**src/rtl/timer16_pkg.sv**
```systemverilog
// package: register map, field layout, reset values and mode codes of the 16-bit pwm timer
package timer16_pkg;
   // ==========================================
   // register offsets (word index on the plain port)
   localparam logic [3:0] OFS_CONTROL     = 4'h0;
   localparam logic [3:0] OFS_COUNTER     = 4'h1;
   localparam logic [3:0] OFS_COMPARE_A   = 4'h2;
   localparam logic [3:0] OFS_COMPARE_B   = 4'h3;
   localparam logic [3:0] OFS_CAPTURE_TOP = 4'h4;
   localparam logic [3:0] OFS_IRQ_STATUS  = 4'h5;
   localparam logic [3:0] OFS_IRQ_CLEAR   = 4'h6;
   localparam logic [3:0] OFS_IRQ_ENABLE  = 4'h7;
   // ==========================================
   // control register fields
   localparam int CTL_WGM_LSB   = 0;   // waveform_mode_sel, 4 bits
   localparam int CTL_COMA_LSB  = 4;   // compare_output_sel of unit a, 2 bits
   localparam int CTL_COMB_LSB  = 6;   // compare_output_sel of unit b, 2 bits
   localparam int CTL_RUN_BIT   = 8;   // timer clock running
   localparam int CTL_SERVA_BIT = 9;   // interrupt-serviced strobes (write only)
   localparam int CTL_SERVB_BIT = 10;
   localparam int CTL_SERVO_BIT = 11;
   localparam int CTL_SERVC_BIT = 12;
   // ==========================================
   // status bit positions
   localparam int FLG_OVF = 0;   // overflow_flag
   localparam int FLG_CMA = 1;   // compare_match_flag a
   localparam int FLG_CMB = 2;   // compare_match_flag b
   localparam int FLG_CAP = 3;   // capture_flag
   localparam int FLG_NUM = 4;
   // ==========================================
   // reset values
   localparam logic [15:0] RST_WORD  = 16'h0000;
   localparam logic [3:0]  RST_FLAGS = 4'h0;
   // ==========================================
   // waveform modes and fixed tops
   localparam logic [3:0]  WGM_NORMAL   = 4'h0;
   localparam logic [3:0]  WGM_PC8      = 4'h1;
   localparam logic [3:0]  WGM_PC9      = 4'h2;
   localparam logic [3:0]  WGM_PC10     = 4'h3;
   localparam logic [3:0]  WGM_CTC_A    = 4'h4;
   localparam logic [3:0]  WGM_PC_CAP   = 4'ha;
   localparam logic [3:0]  WGM_PC_CMPA  = 4'hb;
   localparam logic [3:0]  WGM_CTC_CAP  = 4'hc;
   localparam logic [15:0] TOP_8BIT     = 16'h00ff;
   localparam logic [15:0] TOP_9BIT     = 16'h01ff;
   localparam logic [15:0] TOP_10BIT    = 16'h03ff;
   localparam logic [15:0] TOP_MAX      = 16'hffff;
   localparam logic [15:0] TOP_MIN      = 16'h0003;
   // compare output settings
   localparam logic [1:0]  COM_OFF      = 2'h0;
   localparam logic [1:0]  COM_TOGGLE   = 2'h1;
   localparam logic [1:0]  COM_NONINV   = 2'h2;
   localparam logic [1:0]  COM_INV      = 2'h3;
endpackage : timer16_pkg

```
**src/rtl/timer16_compare_phase_pwm.sv**
```systemverilog
// module: 16-bit timer with two compare units and phase-correct pwm
//
// Added by the designer: the register offsets and the plain strobed port.
`timescale 1ns/1ps
module timer16_compare_phase_pwm #(
   parameter int PRESCALE = 1   // sys_clk cycles per timer clock
) (
   input  wire logic        sys_clk,
   input  wire logic        resetn,
   input  wire logic [3:0]  regAddr,
   input  wire logic [15:0] regWdata,
   input  wire logic        regWr,
   input  wire logic        regRd,
   output logic      [15:0] regRdata,
   output logic             compareOutA,
   output logic             compareOutB,
   output logic             timerIrq
);
   // ==========================================
   // timer clock enable from a divider
   logic [15:0] preCnt_ff;
   logic        tick;
   logic        runEn;

   assign tick = runEn && (preCnt_ff == 16'(PRESCALE - 1));

   // divider restarts while the timer is halted
   always_ff @(posedge sys_clk) begin
      if (!resetn || !runEn || tick) begin
         preCnt_ff <= timer16_pkg::RST_WORD;
      end else begin
         preCnt_ff <= preCnt_ff + 16'h0001;
      end
   end

   // ==========================================
   // software control state
   logic [15:0] control_ff;
   logic [15:0] counter_value_ff;
   logic [15:0] compare_a_buf_ff;
   logic [15:0] compare_b_buf_ff;
   logic [15:0] compare_a_value_ff;
   logic [15:0] compare_b_value_ff;
   logic [15:0] capture_top_value_ff;
   logic [3:0]  irqEnable_ff;
   logic [3:0]  waveform_mode_sel;
   logic [1:0]  comSelA;
   logic [1:0]  comSelB;

   assign waveform_mode_sel = control_ff[timer16_pkg::CTL_WGM_LSB +: 4];
   assign comSelA           = control_ff[timer16_pkg::CTL_COMA_LSB +: 2];
   assign comSelB           = control_ff[timer16_pkg::CTL_COMB_LSB +: 2];
   assign runEn             = control_ff[timer16_pkg::CTL_RUN_BIT];

   // mode decode
   logic        phaseMode;
   logic        buffered;
   logic        fixedTop;
   logic [15:0] topValue;
   logic [15:0] resMask;

   always_comb begin
      phaseMode = 1'b0;
      fixedTop  = 1'b0;
      resMask   = timer16_pkg::TOP_MAX;
      topValue  = timer16_pkg::TOP_MAX;
      case (waveform_mode_sel)
         timer16_pkg::WGM_PC8: begin
            phaseMode = 1'b1;
            fixedTop  = 1'b1;
            topValue  = timer16_pkg::TOP_8BIT;
         end
         timer16_pkg::WGM_PC9: begin
            phaseMode = 1'b1;
            fixedTop  = 1'b1;
            topValue  = timer16_pkg::TOP_9BIT;
         end
         timer16_pkg::WGM_PC10: begin
            phaseMode = 1'b1;
            fixedTop  = 1'b1;
            topValue  = timer16_pkg::TOP_10BIT;
         end
         timer16_pkg::WGM_PC_CAP: begin
            phaseMode = 1'b1;
            topValue  = capture_top_value_ff;
         end
         timer16_pkg::WGM_PC_CMPA: begin
            phaseMode = 1'b1;
            topValue  = compare_a_value_ff;
         end
         timer16_pkg::WGM_CTC_A: begin
            topValue  = compare_a_value_ff;
         end
         timer16_pkg::WGM_CTC_CAP: begin
            topValue  = capture_top_value_ff;
         end
         default: begin
            topValue  = timer16_pkg::TOP_MAX;
         end
      endcase
      if (fixedTop) begin
         resMask = topValue;
      end
   end

   // normal and clear-on-match modes write straight through
   assign buffered = !(waveform_mode_sel == timer16_pkg::WGM_NORMAL
                    || waveform_mode_sel == timer16_pkg::WGM_CTC_A
                    || waveform_mode_sel == timer16_pkg::WGM_CTC_CAP);

   // register write decode
   logic wrControl;
   logic wrCounter;
   logic wrCmpA;
   logic wrCmpB;
   logic wrClear;

   assign wrControl = regWr && (regAddr == timer16_pkg::OFS_CONTROL);
   assign wrCounter = regWr && (regAddr == timer16_pkg::OFS_COUNTER);
   assign wrCmpA    = regWr && (regAddr == timer16_pkg::OFS_COMPARE_A);
   assign wrCmpB    = regWr && (regAddr == timer16_pkg::OFS_COMPARE_B);
   assign wrClear   = regWr && (regAddr == timer16_pkg::OFS_IRQ_CLEAR);

   // control, capture top and interrupt enable registers
   always_ff @(posedge sys_clk) begin
      if (!resetn) begin
         control_ff           <= timer16_pkg::RST_WORD;
         capture_top_value_ff <= timer16_pkg::RST_WORD;
         irqEnable_ff         <= timer16_pkg::RST_FLAGS;
      end else if (regWr) begin
         case (regAddr)
            timer16_pkg::OFS_CONTROL:     control_ff <= {7'h00, regWdata[8:0]};
            timer16_pkg::OFS_CAPTURE_TOP: capture_top_value_ff <= regWdata;
            timer16_pkg::OFS_IRQ_ENABLE:  irqEnable_ff <= regWdata[3:0];
            default: begin
            end
         endcase
      end
   end

   // ==========================================
   // counter: dual slope in phase-correct modes, else up to top
   logic countDown_ff;
   logic atTop;
   logic atBottom;
   logic turnAtTop;

   assign atTop     = (counter_value_ff == topValue);
   assign atBottom  = (counter_value_ff == timer16_pkg::RST_WORD);
   assign turnAtTop = tick && phaseMode && atTop && !countDown_ff;   // top seen on up slope

   // software write overrides counting
   always_ff @(posedge sys_clk) begin
      if (!resetn) begin
         counter_value_ff <= timer16_pkg::RST_WORD;
         countDown_ff     <= 1'b0;
      end else if (wrCounter) begin
         counter_value_ff <= regWdata;
      end else if (tick) begin
         if (phaseMode) begin
            if (!countDown_ff && (counter_value_ff >= topValue)) begin
               countDown_ff     <= 1'b1;
               counter_value_ff <= counter_value_ff - 16'h0001;
            end else if (countDown_ff && atBottom) begin
               countDown_ff     <= 1'b0;
               counter_value_ff <= counter_value_ff + 16'h0001;
            end else if (countDown_ff) begin
               counter_value_ff <= counter_value_ff - 16'h0001;
            end else begin
               counter_value_ff <= counter_value_ff + 16'h0001;
            end
         end else begin
            countDown_ff     <= 1'b0;
            counter_value_ff <= atTop ? timer16_pkg::RST_WORD : counter_value_ff + 16'h0001;
         end
      end
   end

   // ==========================================
   // compare buffers: masked on write, moved to active at top in phase-correct modes
   always_ff @(posedge sys_clk) begin
      if (!resetn) begin
         compare_a_buf_ff   <= timer16_pkg::RST_WORD;
         compare_b_buf_ff   <= timer16_pkg::RST_WORD;
         compare_a_value_ff <= timer16_pkg::RST_WORD;
         compare_b_value_ff <= timer16_pkg::RST_WORD;
      end else begin
         if (wrCmpA) begin
            compare_a_buf_ff <= regWdata & resMask;
         end
         if (wrCmpB) begin
            compare_b_buf_ff <= regWdata & resMask;
         end
         if (!buffered) begin
            if (wrCmpA) begin
               compare_a_value_ff <= regWdata & resMask;
            end
            if (wrCmpB) begin
               compare_b_value_ff <= regWdata & resMask;
            end
         end else if (turnAtTop) begin
            compare_a_value_ff <= compare_a_buf_ff;
            compare_b_value_ff <= compare_b_buf_ff;
         end
      end
   end

   // ==========================================
   // comparators
   logic matchA;
   logic matchB;

   assign matchA = tick && (counter_value_ff == compare_a_value_ff);
   assign matchB = tick && (counter_value_ff == compare_b_value_ff);

   // match registered, flag set one timer clock later
   logic matchAPend_ff;
   logic matchBPend_ff;

   // a halted timer drops its pending matches so a restart sets no stale flag
   always_ff @(posedge sys_clk) begin
      if (!resetn) begin
         matchAPend_ff <= 1'b0;
         matchBPend_ff <= 1'b0;
      end else if (!runEn) begin
         matchAPend_ff <= 1'b0;
         matchBPend_ff <= 1'b0;
      end else if (tick) begin
         matchAPend_ff <= matchA;
         matchBPend_ff <= matchB;
      end
   end

   // ==========================================
   // interrupt flags: set wins over clear
   logic [3:0] flags_ff;
   logic [3:0] setEv;
   logic [3:0] clrEv;

   assign setEv[timer16_pkg::FLG_CMA] = (tick && matchAPend_ff)
      || (turnAtTop && waveform_mode_sel == timer16_pkg::WGM_PC_CMPA);
   assign setEv[timer16_pkg::FLG_CMB] = tick && matchBPend_ff;
   assign setEv[timer16_pkg::FLG_OVF] = tick && phaseMode && countDown_ff
      && (counter_value_ff == 16'h0001);
   assign setEv[timer16_pkg::FLG_CAP] = turnAtTop
      && waveform_mode_sel == timer16_pkg::WGM_PC_CAP;

   // clear by writing one, or by the serviced strobe named for each flag
   assign clrEv[timer16_pkg::FLG_OVF] = (wrClear && regWdata[timer16_pkg::FLG_OVF])
      || (wrControl && regWdata[timer16_pkg::CTL_SERVO_BIT]);
   assign clrEv[timer16_pkg::FLG_CMA] = (wrClear && regWdata[timer16_pkg::FLG_CMA])
      || (wrControl && regWdata[timer16_pkg::CTL_SERVA_BIT]);
   assign clrEv[timer16_pkg::FLG_CMB] = (wrClear && regWdata[timer16_pkg::FLG_CMB])
      || (wrControl && regWdata[timer16_pkg::CTL_SERVB_BIT]);
   assign clrEv[timer16_pkg::FLG_CAP] = (wrClear && regWdata[timer16_pkg::FLG_CAP])
      || (wrControl && regWdata[timer16_pkg::CTL_SERVC_BIT]);

   always_ff @(posedge sys_clk) begin
      if (!resetn) begin
         flags_ff <= timer16_pkg::RST_FLAGS;
      end else begin
         flags_ff <= (flags_ff & ~clrEv) | setEv;
      end
   end

   assign timerIrq = |(flags_ff & irqEnable_ff);

   // ==========================================
   // waveform generator for each compare pin
   logic nxt_outA;
   logic nxt_outB;
   logic outA_ff;
   logic outB_ff;

   function automatic logic wave(input logic [1:0] sel, input logic cur, input logic hit,
                                 input logic pc, input logic down, input logic wrap);
      logic v;
      v = cur;
      if (hit) begin
         case (sel)
            timer16_pkg::COM_TOGGLE: v = pc ? cur : ~cur;
            timer16_pkg::COM_NONINV: v = pc ? down : 1'b0;
            timer16_pkg::COM_INV:    v = pc ? ~down : 1'b1;
            default:                 v = cur;
         endcase
      end else if (wrap && !pc) begin
         v = (sel == timer16_pkg::COM_NONINV) ? 1'b1 : (sel == timer16_pkg::COM_INV) ? 1'b0 : cur;
      end
      return v;
   endfunction : wave

   logic wrapEv;
   assign wrapEv = tick && !phaseMode && buffered && atTop;

   // pin level changes on the match timer clock; top counts as the down slope
   always_comb begin
      nxt_outA = wave(comSelA, outA_ff, matchA, phaseMode, countDown_ff || atTop, wrapEv);
      nxt_outB = wave(comSelB, outB_ff, matchB, phaseMode, countDown_ff || atTop, wrapEv);
   end

   always_ff @(posedge sys_clk) begin
      if (!resetn) begin
         outA_ff <= 1'b0;
         outB_ff <= 1'b0;
      end else begin
         outA_ff <= nxt_outA;
         outB_ff <= nxt_outB;
      end
   end

   assign compareOutA = (comSelA == timer16_pkg::COM_OFF) ? 1'b0 : outA_ff;
   assign compareOutB = (comSelB == timer16_pkg::COM_OFF) ? 1'b0 : outB_ff;

   // ==========================================
   // read data, one cycle after the read strobe
   always_ff @(posedge sys_clk) begin
      if (!resetn) begin
         regRdata <= timer16_pkg::RST_WORD;
      end else if (regRd) begin
         case (regAddr)
            timer16_pkg::OFS_CONTROL:     regRdata <= control_ff;
            timer16_pkg::OFS_COUNTER:     regRdata <= counter_value_ff;
            timer16_pkg::OFS_COMPARE_A:   regRdata <= compare_a_buf_ff;
            timer16_pkg::OFS_COMPARE_B:   regRdata <= compare_b_buf_ff;
            timer16_pkg::OFS_CAPTURE_TOP: regRdata <= capture_top_value_ff;
            timer16_pkg::OFS_IRQ_STATUS:  regRdata <= {12'h000, flags_ff};
            timer16_pkg::OFS_IRQ_ENABLE:  regRdata <= {12'h000, irqEnable_ff};
            default:                      regRdata <= timer16_pkg::RST_WORD;
         endcase
      end else begin
         regRdata <= timer16_pkg::RST_WORD;
      end
   end
endmodule : timer16_compare_phase_pwm

```
**config.mk**
```make
export PLATFORM = sky130hd
export DESIGN_NAME = timer16_compare_phase_pwm
export DESIGN_NICKNAME = d
export VERILOG_FILES = /design/src/rtl/timer16_pkg.sv /design/src/rtl/timer16_compare_phase_pwm.sv
export SDC_FILE = /design/constraint.sdc
export NUM_CORES = 1
export LEC_CHECK = 0
export BUFFER_PORTS_ARGS = -buffer_cell sky130_fd_sc_hd__clkbuf_2
export CORE_ASPECT_RATIO = 1.4
export CORE_UTILIZATION = 35
export CTS_CLUSTER_SIZE = 40
export DETAILED_ROUTE_END_ITERATION = 6
export GPL_ROUTABILITY_DRIVEN = 0
export GPL_TIMING_DRIVEN = 0
export HOLD_SLACK_MARGIN = 0.06
export PLACE_DENSITY = 0.55
export SYNTH_ARGS = -nofsm -noshare
export SYNTH_HDL_FRONTEND = slang
export SYNTH_SLANG_ARGS = --single-unit
```
**constraint.sdc**
```tcl
create_clock -name sys_clk -period 10.2 [get_ports sys_clk]
set_input_delay 1.02 -clock sys_clk [delete_from_list [all_inputs] [get_ports sys_clk]]
set_output_delay 1.02 -clock sys_clk [all_outputs]
set_load 0.1 [all_outputs]
```
Word level (Yosys, flattened, before mapping)
Index checks and enable logic that the tools add are counted.
Word-level totals
  register bits after elaboration: 150
  input bits: 24
  output and inout port bits: 19
  word-level logic and storage cells: 170
Operators by class
  $add $sub $neg: 3
  magnitude comparators: 1
  equality and inequality tests: 29
  muxes and demuxes: 37
  bitwise operators: 9
  reductions and logical operators: 75
Operator list (number)
  16-bit 2-to-1 mux: 14
  16-bit one-hot mux with 7 select lines: 1
  16-bit one-hot mux with 5 select lines: 1
  16-bit == test: 3
  16-bit by 1-bit adder with 16-bit output (second input constant): 2
  16-bit logical NOT: 2
  1-bit logical AND: 31
  4-bit by 3-bit == test with 1-bit output (second input constant): 5
  1-bit 2-to-1 mux: 19
  16-bit AND: 1
  16-bit by 1-bit == test with 1-bit output (second input constant): 1
  4-bit by 2-bit == test with 1-bit output (second input constant): 4
  16-bit >= comparator: 1
  16-bit by 1-bit subtractor with 16-bit output (second input constant): 1
  2-bit AND reduction: 7
  4-bit == test (second input constant): 3
  3-bit nonzero test: 4
  1-bit logical OR: 10
  4-bit AND: 2
  2-bit == test (second input constant): 4
  4-bit by 1-bit == test with 1-bit output (second input constant): 2
  4-bit logical NOT: 2
  4-bit AND reduction: 2
  2-bit nonzero test: 4
  15 further kinds: 28

Longest topological paths before layout
Gate-level depths: netlist of run 1.
  depth after elaboration: 10
  gate-level depth with buffers: 17
  depth with buffers taken out: 14

Worst setup path before layout of run 1
Ideal clock, no wire load.
  path kind: register -> register
  start point: reg control_ff[1]
  end point: reg counter_value_ff[12]
  setup time: 0.115 ns
  data arrival time: 3.383 ns
  required time: 10.085 ns
  setup slack: 6.702 ns
  cell stages (with the launch flop): 16
  buffers on the path: 3
  period minus slack after synthesis: 3.498 ns
  path through: dfxtp_1 > buf_2 > nor2b_1 > clkbuf_1 > a31oi_1 > o221ai_1 > ha_1 > nand4_1 > or4_4 > nor2b_4 > nand4bb_4 > nand2_4 > buf_4 > o311ai_1 > a21boi_1 > o21a_1
On the way
  cells in the longest elaborated chain, start to end: 9
  elaborated cells on any way between the ends: 20
  classes of those cells: order compare (1); eq/ne (8); mux (7); reduce/logical (4)
RTL lines
  from (decl): line timer16_compare_phase_pwm.sv:38  | logic [15:0] control_ff;
  from (signal assigned): line timer16_compare_phase_pwm.sv:127  | control_ff <= timer16_pkg::RST_WORD;
  from (signal assigned): line timer16_compare_phase_pwm.sv:132  | timer16_pkg::OFS_CONTROL: control_ff <= {7'h00, regWdata[8:0]};
  4-bit == test / 4-bit by 3-bit == test with 1-bit output (equally long branches): line timer16_compare_phase_pwm.sv:67  | case (waveform_mode_sel)
  2-bit OR reduction (no source line)
  16-bit one-hot mux with 5 select lines: line timer16_compare_phase_pwm.sv:67
  16-bit >= comparator: line timer16_compare_phase_pwm.sv:161  | if (!countDown_ff && (counter_value_ff >= topValue)) begin
  1-bit logical AND: line timer16_compare_phase_pwm.sv:161
  16-bit 2-to-1 mux: line timer16_compare_phase_pwm.sv:161
  16-bit 2-to-1 mux *: line timer16_compare_phase_pwm.sv:160  | if (phaseMode) begin
  16-bit 2-to-1 mux *: line timer16_compare_phase_pwm.sv:159  | end else if (tick) begin
  16-bit 2-to-1 mux *: line timer16_compare_phase_pwm.sv:157  | end else if (wrCounter) begin
  to (signal assigned): line timer16_compare_phase_pwm.sv:158  | counter_value_ff <= regWdata;
  to (signal assigned): line timer16_compare_phase_pwm.sv:163  | counter_value_ff <= counter_value_ff - 16'h0001;
  to (signal assigned): line timer16_compare_phase_pwm.sv:166  | counter_value_ff <= counter_value_ff + 16'h0001;
  to (decl): line timer16_compare_phase_pwm.sv:39  | logic [15:0] counter_value_ff;
Every way passes the cells marked *; elsewhere a longest branch is shown, timed or not. The select of a mux whose other input is x is not followed.
A chain may end at the register's enable or synchronous reset.

Worst setup path after layout of run 1
  start point: reg control_ff[1]
  end point: reg counter_value_ff[10]
The elaborated chain is that of the path after synthesis.

==> results of run 1 <==
## synthesized netlist by cell type, drive strengths merged (4+ instances only)
master / instances / area share (%)
nor2b: 6 / 0.54
o22ai: 8 / 0.60
nor4: 17 / 1.4
o21a: 6 / 0.54
or4: 4 / 0.41
nand2: 182 / 8.5
inv: 14 / 0.63
o221ai: 10 / 1.1
a21oi: 95 / 5.7
nand4: 21 / 1.7
and2: 25 / 1.9
a211oi: 16 / 1.4
nor3: 17 / 1.1
a21boi: 22 / 2.0
o211ai: 8 / 0.72
xor2: 18 / 1.9
o21ai: 76 / 4.7
ha: 21 / 3.2
nand3: 34 / 2.1
a22oi: 42 / 3.8
or3: 6 / 0.51
clkbuf: 47 / 2.1
o211a: 8 / 0.96
nand3b: 5 / 0.45
and3: 8 / 0.60
buf: 26 / 1.8
mux2i: 17 / 2.1
dfxtp: 150 / 36
a31oi: 11 / 0.83
nor4b: 5 / 0.71
nor2: 72 / 3.3
xnor2: 34 / 3.6
## power groups by stage
stage | clock, mW | sequential [mW] | combinational, mW
final | 0.655 | 0.603 | 0.125
after global routing | 0.689 | 0.603 | 0.134
after CTS | 0.662 | 0.602 | 0.123
after detailed placement | 0 | 0.616 | 0.122
after global placement | 0 | 0.616 | 0.122
after floorplan | 0 | 0.613 | 0.0765
## path summary, 6_finish.rpt
path / from / slack [ns] / end / cells past startpoint
max: control_ff[1] / 5.66 / counter_value_ff[10] / 13
min: matchBPend_ff / 0.47 / matchBPend_ff / 2
max reg2reg: control_ff[1] / 5.66 / counter_value_ff[10] / 13
min reg2reg: matchBPend_ff / 0.47 / matchBPend_ff / 2
## routing by layer
metal	up-vias	track usage (%)
li1	3937	-
met1	3943	29.7
met2	348	45.8
met3	93	4.15
met4	0	16.7
met5	-	0
## per-stage QoR
stage	power, mW	instances	util [%]
after floorplan	0.689	1059	-
after global placement	0.738	1404	38.1
after detailed placement	0.738	1404	38.1
after CTS	1.39	1436	40.7
after global routing	1.43	1436	40.7
final	1.38	1436	40.7
## registers in the layout (all words and copies together), names as in the netlist
name and count:
capture_top_value_ff 16, compare_a_buf_ff 16, compare_a_value_ff 16, compare_b_buf_ff 16
compare_b_value_ff 16, counter_value_ff 16, preCnt_ff 16, regRdata 16
control_ff 9, flags_ff 4, irqEnable_ff 4, countDown_ff 1
matchAPend_ff 1, matchBPend_ff 1, outA_ff 1, outB_ff 1
## cell families after synthesis
kind of cell	after synthesis
flip-flops	150
adder cells (fa/ha/maj)	21
buffers and inverters	87
XOR/XNOR	52
multiplexers	18
AND/OR/NAND/NOR	413
AO/OA/AOI/OAI	318
## worst max-delay path, stage by stage (launching register included)
cell	delay, ns
dfxtp_1	0.31
buf_2	0.19
o21ai_1	0.78
clkbuf_1	0.48
o221ai_1	0.24
ha_1	0.36
nand4_2	0.18
or4_4	0.58
nor2b_4	0.18
and4bb_2	0.33
o21ai_2	0.36
o221ai_1	0.16
a21oi_1	0.19
nor2_1	0.06
## cell type report
type	instances	share of cell area, %
clock buffers	20	4.82
inverters	14	0.555
clock inverters	12	1.51
flip-flops and latches	150	31.7
well taps	306	4.04
plain buffers	73	3.41
multi-input cells	822	51.9
repair buffers	39	2.06
==> results.rst, run 1 <==
.. list-table::
   :header-rows: 1

   * - Metric
     - Value
   * - Number of fill cells in the layout
     - 2,495
   * - Routed WL per cell
     - 21.9 um
   * - Initial DRC count
     - 718
   * - Standard cell area after detailed placement
     - 8880 sq um
   * - Initial DRT Pass Iterations
     - 5
   * - Dominant register cell in the synthesized netlist
     - dfxtp_1
   * - All-Layer GR Usage
     - 26.2%
   * - Hpwl dp
     - 23.8 mm
   * - Transition at the pin with the smallest max-transition slack
     - 0.986 ns
   * - RSZ-0062 raised after global routing
     - no
   * - Clock net sink count
     - 150
   * - Vias in the first global route
     - 7,928
   * - Most common cell after layout, fill and taps aside
     - nand2_1
   * - Horizontal die dimension
     - 132 um
   * - Final worst setup slack
     - 5.66 ns
   * - Run status
     - completed
   * - Count of distinct cell types in the synthesized netlist
     - 70
   * - Type of the worst setup path
     - flip-flop to flip-flop
   * - Arrival time worst endpoint
     - 4.84 ns
   * - Netlist Area Pre-Place
     - 8300 sq um
   * - Maximum net fanout on the critical path
     - 10
   * - Clock skew after layout
     - 0.0105 ns
   * - Number of inserted diodes
     - 0
   * - Final hold vios
     - 0
   * - Share of the clock period used by the worst path
     - 44.5%
   * - Synthesis warning total
     - 0
   * - Synthesized-area fraction occupied by ao, oa, aoi and oai cells
     - 24.0%
   * - Type of the tightest min-delay check
     - flip-flop to flip-flop
   * - Combined area of the multi-input logic cells
     - 4920 sq um
   * - Number of placement rows
     - 66
   * - Post-synthesis async set-or-reset flop share
     - 0%
   * - DIE AREA
     - 24,300 sq um
   * - Worst-case vdd ir drop
     - 0.000122 V
   * - Combinational cell fraction of total power
     - 9.0%
   * - DRC violations left
     - 0
   * - Ratio of cells with drive above 1 in the final layout
     - 10.3%
   * - Sequential group share of total power
     - 43.6%
   * - Minimum clock period
     - 4.54 ns
   * - Number of buffers added to fix hold violations after cts
     - 0
   * - Commonest cells after routing, fill and taps aside
     - nand2_1, dfxtp_1, a21oi_1
   * - Total length of routed met3 wires
     - 1.95 mm
   * - Count of boundary I/O pins
     - 43
   * - Final setup violation count
     - 0
   * - Clock network fraction of design power
     - 47.4%
   * - Number of buffers between clock root and the deepest sink
     - 2
   * - CP Launch Type
     - flip-flop
   * - Highest clock rate
     - 220 MHz
   * - Post-CTS setup buffer count
     - 0
   * - Sw Pwr
     - 374 uW
   * - Worst setup timing slack at the placement stage
     - 5.71 ns
   * - Endpoint class of the critical path
     - flip-flop
   * - Max-slew violation total from the final report
     - 0
   * - Count of flip-flops with a built-in enable after synthesis
     - 0
   * - Length of routed met2 wiring
     - 15.5 mm
   * - Sum of negative setup slack
     - 0 ns
   * - Via count
     - 8,321
   * - Number of H-tree levels
     - 4
   * - Uppermost routed layer
     - met4
   * - Synthesis-to-finish area growth
     - 14.2%
   * - Synthesized-area fraction occupied by adder cells
     - 3.17%
   * - Hold_ws
     - 0.473 ns
   * - Synthesized area divided by synthesized cell count
     - 7.84 sq um
   * - CTS tree
     - built
   * - Total Nets Final
     - 1,162
   * - Vertical extent of the die
     - 184 um
   * - Port Buffers
     - 39
   * - Antenna violations before repair
     - 0
   * - Internal power component
     - 1.01 mW
   * - Worst-path clk slew
     - 0.07 ns
   * - Multiplexer share of the synthesized area
     - 2.19%
   * - Worst-case headroom to the max-slew limit
     - 33.8%
   * - Simple-gate area share of the yosys netlist
     - 24.4%
   * - Area of all placed cells without fillers
     - 9480 sq um
   * - Post-route ant nets
     - 0
   * - Synth Net Count
     - 1,104
   * - GRT Residual Overflow
     - 0
   * - Count of max-cap constraint violations
     - 0
   * - Pin count of the biggest net entering global routing
     - 17
   * - Post-detailed-route via-to-cell ratio
     - 5.79
   * - P per Cell Area
     - 146 nW/um^2
   * - Wire length of the first global-routing pass
     - 47.2 mm
   * - Number of instances resized during post-cts repair
     - 0
   * - Sw Share
     - 27.0%
   * - Leak pwr
     - 3.51 nW
   * - CTS Root Buffer Type
     - clkbuf_16
   * - Dominant combinational cell family by area after synthesis
     - simple AND/OR/NAND/NOR gates
   * - Synth Area in XOR/XNOR
     - 5.49%
   * - Worst path required time
     - 10.50 ns
   * - Core area
     - 23,300 sq um
   * - Number of instances in the synthesized netlist
     - 1,059
   * - Detailed-routing wirelength on met1
     - 12.2 mm
   * - Number of register bits inferred by synthesis
     - 150
   * - Register area share after synthesis
     - 36.2%
   * - Number of buffers created by CTS
     - 17
   * - Sequential cell area
     - 3000 sq um
   * - Effective utilization at floorplan
     - 35.6%
   * - Worst skew pair latency
     - 0.44 ns
   * - Aggregate routed wire length
     - 31.5 mm
(Power assumes the default switching activity.)
==> run 2, diff against run 1 <==
clock period = 4.75 ns   (was 10.2 ns; I/O delays follow)
==> run 2 against run 1 <==
Net effect: fmax increased by 6.1%; via count increased by 0.36%; sequential share of layout area about the same; critical path depth did not move; worst setup slack worse by 5.2 ns; count of clock-buffer cells in the layout unchanged; highest routed layer unchanged; sequential power is 110% higher; largest cell class unchanged; core utilization barely moved; wire length rose by 0.22%.
==> results.rst, run 2 (synthesis gave the netlist of run 1 again) <==
.. list-table::
   :header-rows: 1

   * - Metric
     - Value
   * - Maximum net fanout on the critical path
     - 10
   * - Horizontal die dimension
     - 132 um
   * - Sum of negative setup slack
     - 0 ns
   * - Number of placement rows
     - 66
   * - Arrival time worst endpoint
     - 4.63 ns
   * - Max-slew violation total from the final report
     - 0
   * - Worst-case headroom to the max-slew limit
     - 36.8%
   * - Wire length of the first global-routing pass
     - 47.2 mm
   * - Worst path required time
     - 5.10 ns
   * - Ordered cell list for the critical path
     - buf_2 -> nor2b_1 -> clkbuf_1 -> a31oi_2 -> o221ai_1 -> ha_1 -> nand4_1 -> a2111oi_0 -> nand4bb_4 -> nand3_1 -> o21ai_0 -> nand4_1 -> a21oi_1
   * - Final setup violation count
     - 0
   * - Endpoint class of the critical path
     - flip-flop
   * - Met3 Resource Use GR
     - 4.15%
   * - Min-Delay Startpoint
     - regWdata[14]
   * - Highest clock rate
     - 234 MHz
   * - Most common cell after layout, fill and taps aside
     - nand2_1
   * - Slowest CP cell
     - a2111oi_0
   * - Transition at the pin with the smallest max-transition slack
     - 0.940 ns
   * - Worst reg2reg path depth
     - 13
   * - Via count
     - 8,351
   * - Clock skew after layout
     - 0.0109 ns
   * - CTS tree
     - built
   * - Post-route ant nets
     - 0
   * - Endpoint with the worst hold slack
     - capture_top_value_ff[14]
   * - Start of the worst register-to-register path
     - control_ff[1]
   * - Number of H-tree levels
     - 4
   * - Post-CTS setup buffer count
     - 0
   * - Share of the clock period used by the worst path
     - 90.1%
   * - Initial DRC count
     - 735
   * - Ratio of cells with drive above 1 in the final layout
     - 10.4%
   * - Worst-path clk slew
     - 0.07 ns
   * - DRC violations left
     - 0
   * - Delay of the slowest critical-path stage
     - 0.67 ns
   * - CTS Root Buffer Type
     - clkbuf_16
   * - Aggregate routed wire length
     - 31.6 mm
   * - Antenna violations before repair
     - 0
   * - Highest-utilization routing layer at the global route stage
     - met2
   * - Initial DRT Pass Iterations
     - 5
   * - Cells on Worst Hold Path
     - 3
   * - Total Nets Final
     - 1,162
   * - Routed WL per cell
     - 22.0 um
   * - Number of buffers between clock root and the deepest sink
     - 2
   * - Most frequent cell on the critical path
     - nand4_1
   * - Final hold vios
     - 0
   * - Clock net sink count
     - 150
   * - Worst-case vdd ir drop
     - 0.000262 V
   * - Number of inserted diodes
     - 0
   * - Type of the tightest min-delay check
     - input port to flip-flop
   * - Type of the worst setup path
     - flip-flop to flip-flop
   * - Hpwl dp
     - 23.8 mm
   * - Port Buffers
     - 39
   * - RSZ-0062 raised after global routing
     - no
   * - Buffer and inverter count on the worst path
     - 2
   * - Met1 Usage GRT
     - 29.7%
   * - Run status
     - completed
   * - Count of boundary I/O pins
     - 43
   * - Post-detailed-route via-to-cell ratio
     - 5.82
   * - Critical path's top delay family
     - compound AO/OA/AOI/OAI gates
   * - Vertical extent of the die
     - 184 um
   * - Worst r2r dst
     - counter_value_ff[13]
   * - Minimum clock period
     - 4.28 ns
   * - Core area
     - 23,300 sq um
   * - Commonest cells after routing, fill and taps aside
     - nand2_1, dfxtp_1, a21oi_1
   * - All-Layer GR Usage
     - 26.2%
   * - CP Launch Type
     - flip-flop
   * - Pin count of the biggest net entering global routing
     - 17
   * - DIE AREA
     - 24,300 sq um
   * - Effective utilization at floorplan
     - 35.6%
   * - Number of buffers added to fix hold violations after cts
     - 0
   * - Count of max-cap constraint violations
     - 0
   * - Number of buffers created by CTS
     - 17
   * - P per Cell Area
     - 313 nW/um^2
   * - Vias in the first global route
     - 7,928
   * - Leak pwr
     - 3.52 nW
   * - Met2 layer usage reported by global route
     - 45.8%
   * - GRT Residual Overflow
     - 0
   * - Power Total
     - 2.97 mW
   * - Worst skew pair latency
     - 0.45 ns
   * - FF-to-FF setup slack
     - 0.47 ns
   * - Synthesis-to-finish area growth
     - 14.3%
[run 2: final cells by class]
class	count	area, sq um
clock buffer	20	457
tap	306	383
fill	2492	13800
sequential	150	3000
multi-input combinational	822	4930
buffer	73	323
clock inverter	12	143
inverter	14	52.6
timing repair buffer	39	195
[run 2: worst min-delay path, delay by kind of cell]
kind / cells / cell delay (ns)
buf+inv: 1 / 0.14
simple gates: 1 / 0.07
compound gates: 1 / 0.05
[run 2: repair_timing]
action,4_1_cts,5_1_grt
gates resized for setup,0,2
endpoints found under the hold margin,0,0
endpoints found under the setup margin,0,3
[run 2: power by group]
part	total (mW)	switching, mW	internal, mW	leakage, nW
clock	1.41	0.596	0.810	0.286
sequential	1.29	0.0200	1.27	1.21
combinational	0.269	0.186	0.0831	2.02
[run 2: how the worst max path moves through the flow]
stage	start	end	slack [ns]	cells after the start
after floorplan	control_ff[1]	counter_value_ff[12]	1.25	15
after global placement	control_ff[1]	counter_value_ff[10]	0.26	13
after detailed placement	control_ff[1]	counter_value_ff[12]	0.26	13
after CTS	control_ff[1]	counter_value_ff[12]	0.22	13
after global routing	control_ff[1]	counter_value_ff[13]	0.15	12
final	control_ff[1]	counter_value_ff[13]	0.47	13
[run 2: routing by layer]
layer | share of wire (%) | wire length, um
met1 | 39 | 12200
met2 | 49 | 15600
met3 | 6.3 | 1990
met4 | 5.7 | 1800
met5 | 0 | 0
[run 2: per-stage QoR]
stage | std cells | cell area, sq um | hold slack [ns] | util [%] | setup slack [ns]
global placement | 1404 | 8880 | 0.458 | 38.1 | 0.258
CTS | 1436 | 9480 | 0.341 | 40.7 | 0.221
detailed placement | 1404 | 8880 | 0.465 | 38.1 | 0.264
floorplan | 1059 | 8300 | 0.429 | - | 1.25
global route | 1436 | 9490 | 0.355 | 40.7 | 0.155
finish | 1436 | 9490 | 0.347 | 40.7 | 0.470
